### src/inc/alu_pkg.sv
// Constants and types shared by the arithmetic unit and its bench.
package alu_pkg;

   // APB byte offsets.
   localparam logic [11:0] OFF_CMD     = 12'h000;
   localparam logic [11:0] OFF_DM_BASE = 12'h400;
   localparam logic [11:0] OFF_DM_LAST = 12'h7FC;

   // Data-memory addresses of the special registers and of the file-register base.
   localparam logic [7:0] DM_WORKING_ACCUMULATOR      = 8'h00;
   localparam logic [7:0] DM_STATUS    = 8'h01;
   localparam logic [7:0] DM_PC        = 8'h02;
   localparam logic [7:0] DM_PRODL     = 8'h03;
   localparam logic [7:0] DM_PRODH     = 8'h04;
   localparam logic [7:0] DM_FILE_BASE = 8'h10;

   // Bit positions in the arithmetic status register.
   localparam int ST_C  = 0;
   localparam int ST_DC = 1;
   localparam int ST_Z  = 2;
   localparam int ST_OV = 3;

   // Command word fields.
   localparam int CMD_OP_LSB  = 0;
   localparam int CMD_DEST    = 5;
   localparam int CMD_FA_LSB  = 8;
   localparam int CMD_FB_LSB  = 16;
   localparam logic [31:0] CMD_MASK = 32'h00FFFF3F;

   // Reset values.
   localparam logic [7:0]  RST_BYTE = 8'h00;
   localparam logic [3:0]  RST_FLAGS = 4'h0;
   localparam logic [15:0] RST_PROD = 16'h0000;
   localparam logic [31:0] RST_CMD = 32'h00000000;

   // Operations, in command-code order starting at zero.
   typedef enum logic [4:0] {
      OP_ADD, OP_ADDC, OP_SUB, OP_SUBB, OP_INC, OP_DEC,
      OP_AND, OP_IOR, OP_XOR, OP_COM, OP_RLC, OP_RRC,
      OP_CLR, OP_MOVWF, OP_MOVFW, OP_MOVFF, OP_MUL
   } alu_op_t;

endpackage

### src/alu_with_status_flags.sv
// Eight-bit arithmetic unit with status flags, multiplier and APB access.
`timescale 1ns/1ns

// Notes on behaviour
// - Operands are 8 bits and the unit adds, subtracts, shifts and does Boolean logic by opcode.
// - Arithmetic operands and results are handled as two's complement bytes.
// - An 8-bit working accumulator is combined with any data-memory file register as operands.
// - A move operation copies one file register to another without using the accumulator.
// - Program counter, accumulator and all special registers sit in data memory as operands.
// - Each operation updates its own subset of carry, nibble carry, zero and overflow flags.
// - On subtraction carry and nibble carry report the inverse of borrow out of the byte and the low nibble.
// - Overflow is set when the signed byte result leaves the range -128 to +127.
// - Overflow is formed from bit 7 of the two operands and of the result only, per byte.
// - The multiplier forms the full 16-bit unsigned product of two bytes in one cycle.
module alu_with_status_flags #(
   parameter int FILE_DEPTH = 16
) (
   // Clock and reset.
   input  wire logic        pclk,
   input  wire logic        presetn,
   // APB slave.
   input  wire logic        psel,
   input  wire logic        penable,
   input  wire logic        pwrite,
   input  wire logic [11:0] paddr,
   input  wire logic [31:0] pwdata,
   input  wire logic [3:0]  pstrb,
   output logic      [31:0] prdata,
   output logic             pready,
   output logic             pslverr
);

   ////////////////////////////////////////////////////////////////////////////
   // State.

   logic [7:0]  working_accumulator;
   logic [3:0]  arith_status_reg;
   logic [7:0]  pc_count;
   logic [15:0] product;
   logic [31:0] last_cmd;
   logic [7:0]  file_mem [FILE_DEPTH];

   ////////////////////////////////////////////////////////////////////////////
   // Data-memory decode shared by operations and the bus.

   function automatic logic file_hit(input logic [7:0] a);
      return (a >= alu_pkg::DM_FILE_BASE) &&
             (32'(a) < 32'(alu_pkg::DM_FILE_BASE) + FILE_DEPTH);
   endfunction

   function automatic logic dm_hit(input logic [7:0] a);
      return (a <= alu_pkg::DM_PRODH) || file_hit(a);
   endfunction

   function automatic logic [7:0] dm_read(input logic [7:0] a);
      logic [7:0] v;
      v = 8'h00;
      if (a == alu_pkg::DM_WORKING_ACCUMULATOR) begin
         v = working_accumulator;
      end else if (a == alu_pkg::DM_STATUS) begin
         v = {4'h0, arith_status_reg};
      end else if (a == alu_pkg::DM_PC) begin
         v = pc_count;
      end else if (a == alu_pkg::DM_PRODL) begin
         v = product[7:0];
      end else if (a == alu_pkg::DM_PRODH) begin
         v = product[15:8];
      end else if (file_hit(a)) begin
         v = file_mem[32'(a - alu_pkg::DM_FILE_BASE)];
      end
      return v;
   endfunction

   ////////////////////////////////////////////////////////////////////////////
   // Bus decode.

   logic            access;
   logic            is_cmd;
   logic            is_dm;
   logic [7:0]      bus_dm_addr;
   logic            op_legal;
   logic            exec;
   logic            bus_wr;
   alu_pkg::alu_op_t op;
   logic            dest_file;
   logic [7:0]      fa;
   logic [7:0]      fb;
   logic [7:0]      fa_val;

   assign access      = psel && penable;
   assign is_cmd      = (paddr == alu_pkg::OFF_CMD);
   assign bus_dm_addr = paddr[9:2];
   assign is_dm       = (paddr >= alu_pkg::OFF_DM_BASE) && (paddr <= alu_pkg::OFF_DM_LAST) &&
                        (paddr[1:0] == 2'b00) && dm_hit(bus_dm_addr);
   assign op          = alu_pkg::alu_op_t'(pwdata[alu_pkg::CMD_OP_LSB +: 5]);
   assign dest_file   = pwdata[alu_pkg::CMD_DEST];
   assign fa          = pwdata[alu_pkg::CMD_FA_LSB +: 8];
   assign fb          = pwdata[alu_pkg::CMD_FB_LSB +: 8];
   always_comb begin
      fa_val = dm_read(fa);
   end
   assign op_legal    = (pwdata[4:0] <= 5'(alu_pkg::OP_MUL)) && dm_hit(fa) &&
                        ((op != alu_pkg::OP_MOVFF) || dm_hit(fb));
   assign exec        = access && pwrite && is_cmd && pstrb[0] && op_legal;
   assign bus_wr      = access && pwrite && is_dm && pstrb[0];

   assign pready  = 1'b1;
   assign pslverr = access && !(is_dm || (is_cmd && (!pwrite || op_legal)));

   ////////////////////////////////////////////////////////////////////////////
   // Arithmetic and logic.

   logic       use_add;
   logic       do_wr;
   logic [7:0] dst;
   logic [7:0] add_b;
   logic       cin;
   logic [8:0] sum;
   logic [4:0] nib;
   logic [7:0] res;
   logic [3:0] flags;
   logic [3:0] mask;
   logic       carry_now;

   assign carry_now = arith_status_reg[alu_pkg::ST_C];

   always_comb begin
      use_add = 1'b0;
      do_wr   = 1'b1;
      dst     = dest_file ? fa : alu_pkg::DM_WORKING_ACCUMULATOR;
      add_b   = 8'h00;
      cin     = 1'b0;
      res     = 8'h00;
      flags   = 4'h0;
      mask    = 4'h0;
      sum     = 9'h000;
      nib     = 5'h00;
      unique case (op)
         alu_pkg::OP_ADD: begin
            use_add = 1'b1;
            add_b   = working_accumulator;
         end
         alu_pkg::OP_ADDC: begin
            use_add = 1'b1;
            add_b   = working_accumulator;
            cin     = carry_now;
         end
         alu_pkg::OP_SUB: begin
            use_add = 1'b1;
            add_b   = ~working_accumulator;
            cin     = 1'b1;
         end
         alu_pkg::OP_SUBB: begin
            use_add = 1'b1;
            add_b   = ~working_accumulator;
            cin     = carry_now;
         end
         alu_pkg::OP_INC: begin
            use_add = 1'b1;
            cin     = 1'b1;
         end
         alu_pkg::OP_DEC: begin
            use_add = 1'b1;
            add_b   = 8'hFF;
         end
         alu_pkg::OP_AND: begin
            res  = fa_val & working_accumulator;
            mask = 4'h4;
         end
         alu_pkg::OP_IOR: begin
            res  = fa_val | working_accumulator;
            mask = 4'h4;
         end
         alu_pkg::OP_XOR: begin
            res  = fa_val ^ working_accumulator;
            mask = 4'h4;
         end
         alu_pkg::OP_COM: begin
            res  = ~fa_val;
            mask = 4'h4;
         end
         alu_pkg::OP_RLC: begin
            res               = {fa_val[6:0], carry_now};
            flags[alu_pkg::ST_C] = fa_val[7];
            mask              = 4'h1;
         end
         alu_pkg::OP_RRC: begin
            res               = {carry_now, fa_val[7:1]};
            flags[alu_pkg::ST_C] = fa_val[0];
            mask              = 4'h1;
         end
         alu_pkg::OP_CLR: begin
            mask = 4'h4;
         end
         alu_pkg::OP_MOVWF: begin
            res = working_accumulator;
            dst = fa;
         end
         alu_pkg::OP_MOVFW: begin
            res  = fa_val;
            mask = 4'h4;
         end
         alu_pkg::OP_MOVFF: begin
            res = fa_val;
            dst = fb;
         end
         alu_pkg::OP_MUL: begin
            do_wr = 1'b0;
         end
         default: begin
            do_wr = 1'b0;
         end
      endcase
      if (use_add) begin
         sum  = {1'b0, fa_val} + {1'b0, add_b} + {8'h00, cin};
         nib  = {1'b0, fa_val[3:0]} + {1'b0, add_b[3:0]} + {4'h0, cin};
         res  = sum[7:0];
         mask = 4'hF;
         flags[alu_pkg::ST_C]  = sum[8];
         flags[alu_pkg::ST_DC] = nib[4];
         flags[alu_pkg::ST_OV] = (fa_val[7] == add_b[7]) && (sum[7] != fa_val[7]);
      end
      flags[alu_pkg::ST_Z] = (res == 8'h00);
   end

   ////////////////////////////////////////////////////////////////////////////
   // Unified data-memory write port.

   logic       wr_en;
   logic [7:0] wr_addr;
   logic [7:0] wr_data;

   assign wr_en   = (exec && do_wr) || bus_wr;
   assign wr_addr = exec ? dst : bus_dm_addr;
   assign wr_data = exec ? res : pwdata[7:0];

   always_ff @(posedge pclk or negedge presetn) begin
      if (!presetn) begin
         working_accumulator <= alu_pkg::RST_BYTE;
      end else if (wr_en && wr_addr == alu_pkg::DM_WORKING_ACCUMULATOR) begin
         working_accumulator <= wr_data;
      end
   end

   always_ff @(posedge pclk or negedge presetn) begin
      if (!presetn) begin
         arith_status_reg <= alu_pkg::RST_FLAGS;
      end else if (wr_en && wr_addr == alu_pkg::DM_STATUS) begin
         arith_status_reg <= wr_data[3:0];
      end else if (exec) begin
         arith_status_reg <= (arith_status_reg & ~mask) | (flags & mask);
      end
   end

   always_ff @(posedge pclk or negedge presetn) begin
      if (!presetn) begin
         pc_count <= alu_pkg::RST_BYTE;
      end else if (wr_en && wr_addr == alu_pkg::DM_PC) begin
         pc_count <= wr_data;
      end else if (exec) begin
         pc_count <= pc_count + 8'h01;
      end
   end

   always_ff @(posedge pclk or negedge presetn) begin
      if (!presetn) begin
         product <= alu_pkg::RST_PROD;
      end else if (exec && op == alu_pkg::OP_MUL) begin
         product <= 16'(fa_val) * 16'(working_accumulator);
      end else if (wr_en && wr_addr == alu_pkg::DM_PRODL) begin
         product[7:0] <= wr_data;
      end else if (wr_en && wr_addr == alu_pkg::DM_PRODH) begin
         product[15:8] <= wr_data;
      end
   end

   always_ff @(posedge pclk or negedge presetn) begin
      if (!presetn) begin
         for (int i = 0; i < FILE_DEPTH; i++) begin
            file_mem[i] <= alu_pkg::RST_BYTE;
         end
      end else if (wr_en && file_hit(wr_addr)) begin
         file_mem[32'(wr_addr - alu_pkg::DM_FILE_BASE)] <= wr_data;
      end
   end

   always_ff @(posedge pclk or negedge presetn) begin
      if (!presetn) begin
         last_cmd <= alu_pkg::RST_CMD;
      end else if (exec) begin
         last_cmd <= pwdata & alu_pkg::CMD_MASK;
      end
   end

   ////////////////////////////////////////////////////////////////////////////
   // Read data, captured in the setup cycle.

   always_ff @(posedge pclk or negedge presetn) begin
      if (!presetn) begin
         prdata <= 32'h00000000;
      end else if (psel && !penable && !pwrite) begin
         if (paddr == alu_pkg::OFF_CMD) begin
            prdata <= last_cmd;
         end else if (paddr >= alu_pkg::OFF_DM_BASE && paddr <= alu_pkg::OFF_DM_LAST &&
                      paddr[1:0] == 2'b00) begin
            prdata <= {24'h000000, dm_read(paddr[9:2])};
         end else begin
            prdata <= 32'h00000000;
         end
      end
   end

endmodule

### config.mk
export PLATFORM = sky130hd
export DESIGN_NAME = alu_with_status_flags
export DESIGN_NICKNAME = d
export VERILOG_FILES = /design/src/inc/alu_pkg.sv /design/src/alu_with_status_flags.sv
export SDC_FILE = /design/constraint.sdc
export NUM_CORES = 1
export LEC_CHECK = 0
export BUFFER_PORTS_ARGS = -buffer_cell sky130_fd_sc_hd__buf_4
export CAP_MARGIN = 20
export CORE_MARGIN = 3
export CORE_UTILIZATION = 35
export DETAILED_ROUTE_END_ITERATION = 7
export PLACE_DENSITY = 0.5
export SYNTH_ARGS = -nofsm -noshare
export SYNTH_HDL_FRONTEND = slang
export SYNTH_SLANG_ARGS = --single-unit
### constraint.sdc
create_clock -name pclk -period 8 [get_ports pclk]
set_input_delay 2 -clock pclk [delete_from_list [all_inputs] [get_ports pclk]]
set_output_delay 2 -clock pclk [all_outputs]
set_load 0.02 [all_outputs]
==> results.sh <==
export IMPL_required_ns=8.38
export IMPL_max_stage_delay_ns=0.55
export IMPL_htreeDepth=1
export IMPL_ios=87
export IMPL_placed_cells=2128
export IMPL_portBuffers=66
export IMPL_critPathTopFamily="adder cells"
export IMPL_status="complete, no violations"
export IMPL_cp_slowest_cell="nor4b_1"
export IMPL_layout_commonest_cell="dfrtp_1"
export IMPL_path_buf_inv=8
export IMPL_grt_pass1_wl_um=77900
export IMPL_synth_seq_cells=210
export IMPL_dr_pass1_iters=5
export IMPL_grt_ovfl_total=0
export IMPL_max_slew_margin_rel_pct=27.0
export IMPL_fill_cells=4154
export IMPL_drt_antenna_violating_nets=0
export IMPL_hp_class="flip-flop to flip-flop"
export IMPL_cts_root_buf="clkbuf_16"
export IMPL_power_density_nw_per_um2=140
export IMPL_path_class="primary input to flip-flop"
export IMPL_die_y_um=214
export IMPL_post_route_period_util_pct=94.3
export IMPL_clkLatencyLatePin_ns=0.56
export IMPL_track_usage_pct=21.9
export IMPL_cp_common_cell="inv_1"
export IMPL_cp_start_kind="primary input"
export IMPL_max_freq_ghz=0.133
export IMPL_arrival_ns=7.93
export IMPL_place_congestion=0.948
export IMPL_start_util_pct=35.8
export IMPL_synth_area_um2=15200
export IMPL_synth_ff_type="dfrtp_1"
export IMPL_hold_viol=0
export IMPL_postCtsSetupRepairBufs=0
export IMPL_die_area_um2=45800
export IMPL_cts_resized=0
export IMPL_core_um2=42300
export IMPL_cp_end_kind="flip-flop"
export IMPL_layout_cells_non_filler=2171
export IMPL_vias=12200
export IMPL_stdcell_area_um2=17500
export IMPL_antenna_found_initial=0
export IMPL_power_leakage_nw=8.12
export IMPL_maxCapViolCount=0
export IMPL_fin_skew_ns=0.0208
export IMPL_avgSynthCellArea_um2=10.2
export IMPL_wire_per_inst_um=23.5
export IMPL_area_growth_pct=15.3
export IMPL_crit_fanout=10
export IMPL_ir_drop_mv=0.144
export IMPL_synth_distinct_cells=79
export IMPL_cts_tree="done"
export IMPL_grt_max_degree=177
export IMPL_clockBufferDepth=3
export IMPL_synth_warnings=0
export IMPL_vias_per_cell=5.63
export IMPL_die_w_um=214
export IMPL_async_reset_ff_share_pct=100
export IMPL_setup_violations=0
export IMPL_clock_sinks=210
export IMPL_hold_buffers=0
export IMPL_worst_pin_slew_ns=1.09
export IMPL_synth_edf_count=0
export IMPL_rows=75
export IMPL_dr_first_iter_drc_count=862
export IMPL_seq_area_frac_synth_pct=34.7
export IMPL_layout_drive_gt1_share_pct=25.8
export IMPL_synthCells=1489
export IMPL_rsz0062_at_grt="no"
export IMPL_grt_pass1_vias=12300
export IMPL_drt_total_wl_um=51000
export IMPL_final_cell_mix="210 x dfrtp_1, 188 x nand2_1, 151 x buf_4"
export IMPL_dp_hpwl_um=37100
export IMPL_placed_area_um2=16600
export IMPL_clk_pin_slew_ns=0.06
export IMPL_cts_buffers_inserted=24
export IMPL_period_minus_slack_ns=7.55
export IMPL_drcViolationCount=0
export IMPL_slew_violations=0
export IMPL_antenna_cells=0
export IMPL_final_nets=1731
-- metrics by stage --
step | power (W) | util (%) | TNS [ns] | setup WS (ns) | hold WS (ns)
2_1_floorplan | 0.00121 | - | 0 | 0.527 | 0.445
3_3_place_gp | 0.00131 | 39.3 | -0.124 | -0.0804 | 0.458
3_5_place_dp | 0.00131 | 39.3 | -0.149 | -0.0896 | 0.462
4_1_cts | 0.00246 | 41.3 | 0 | 0.433 | 0.477
5_1_grt | 0.00252 | 41.3 | 0 | 0.113 | 0.492
6_report | 0.00244 | 41.3 | 0 | 0.455 | 0.467
-- synth_stat cells (28+ instances only) --
cell / number / area, um^2
a21oi_1: 39 / 195
o21ai_0: 87 / 435
dfrtp_1: 210 / 5260
nand2_1: 188 / 706
ha_1: 63 / 788
mux4_2: 68 / 1530
mux2i_1: 41 / 410
nor2_1: 99 / 372
inv_1: 81 / 304
mux2_2: 121 / 1360
nor3_1: 28 / 140
fa_1: 38 / 761
clkbuf_1: 51 / 191
nand3_1: 38 / 190
-- registers in the layout, summed over array words and instances, names as in the netlist, named ones only --
| name | flops |
|---|---|
| last_cmd | 22 |
| file_mem | 128 |
| working_accumulator | 8 |
| product | 16 |
| pc_count | 8 |
| prdata | 24 |
-- tightest hold or removal path: stages (launching register included) --
cell,delay [ns]
dfrtp_1,0.34
nand2_1,0.05
nand2_1,0.04
-- layer usage --
metal  GRT usage, %  share of wire, %  vias to the layer above
li1               -                 -                     5526
met1           31.8                45                     6192
met2           34.7                46                      431
met3           2.52               5.7                       82
met4           6.28               3.0                        0
met5              0                 0                        -
-- power breakdown --
part / switching (W) / internal, W
Sequential: 0.00000201 / 0.00106
Clock: 0.000475 / 0.000676
Combinational: 0.000154 / 0.0000715
-- layout make-up --
cell class                      count  area [um^2]  share of cell area, %
Sequential cell                   210         5260                   30.1
Inverter                           89          334                   1.91
Timing Repair Buffer              154         1190                   6.80
Tap cell                          577          722                   4.13
Clock inverter                      9          126                  0.723
Multi-Input combinational cell   1098         9150                   52.4
Clock buffer                       34          698                   4.00
-- final timing paths --
check                      slack, ns                        to  cells past startpoint                      from
setup / recovery                0.45   product[11]$_DFFE_PN0P_                     27                pwdata[12]
min in group asynchronous       1.30  file_mem[44]$_DFFE_PN0P_                      1                   presetn
hold / removal                  0.47    prdata[12]$_DFFE_PN0P_                      2    prdata[12]$_DFFE_PN0P_
max in group asynchronous       5.42  last_cmd[14]$_DFFE_PN0P_                      2                   presetn
hold reg to reg                 0.47    prdata[12]$_DFFE_PN0P_                      2    prdata[12]$_DFFE_PN0P_
setup reg to reg                1.78   product[15]$_DFFE_PN0P_                     25  file_mem[61]$_DFFE_PN0P_
-- cells by family after synthesis --
kind of cell	Yosys count	synth area share, %
xor gates and xnor gates	31	1.79
adders and majority gates	101	10.2
buffers and inverters	188	5.19
AOI/OAI and AO/OA	262	11.4
and+or+nand+nor	465	14.9
DFF	210	34.7
other	2	0.0495
muxes	230	21.8
Power figures use the tool's default switching activity.
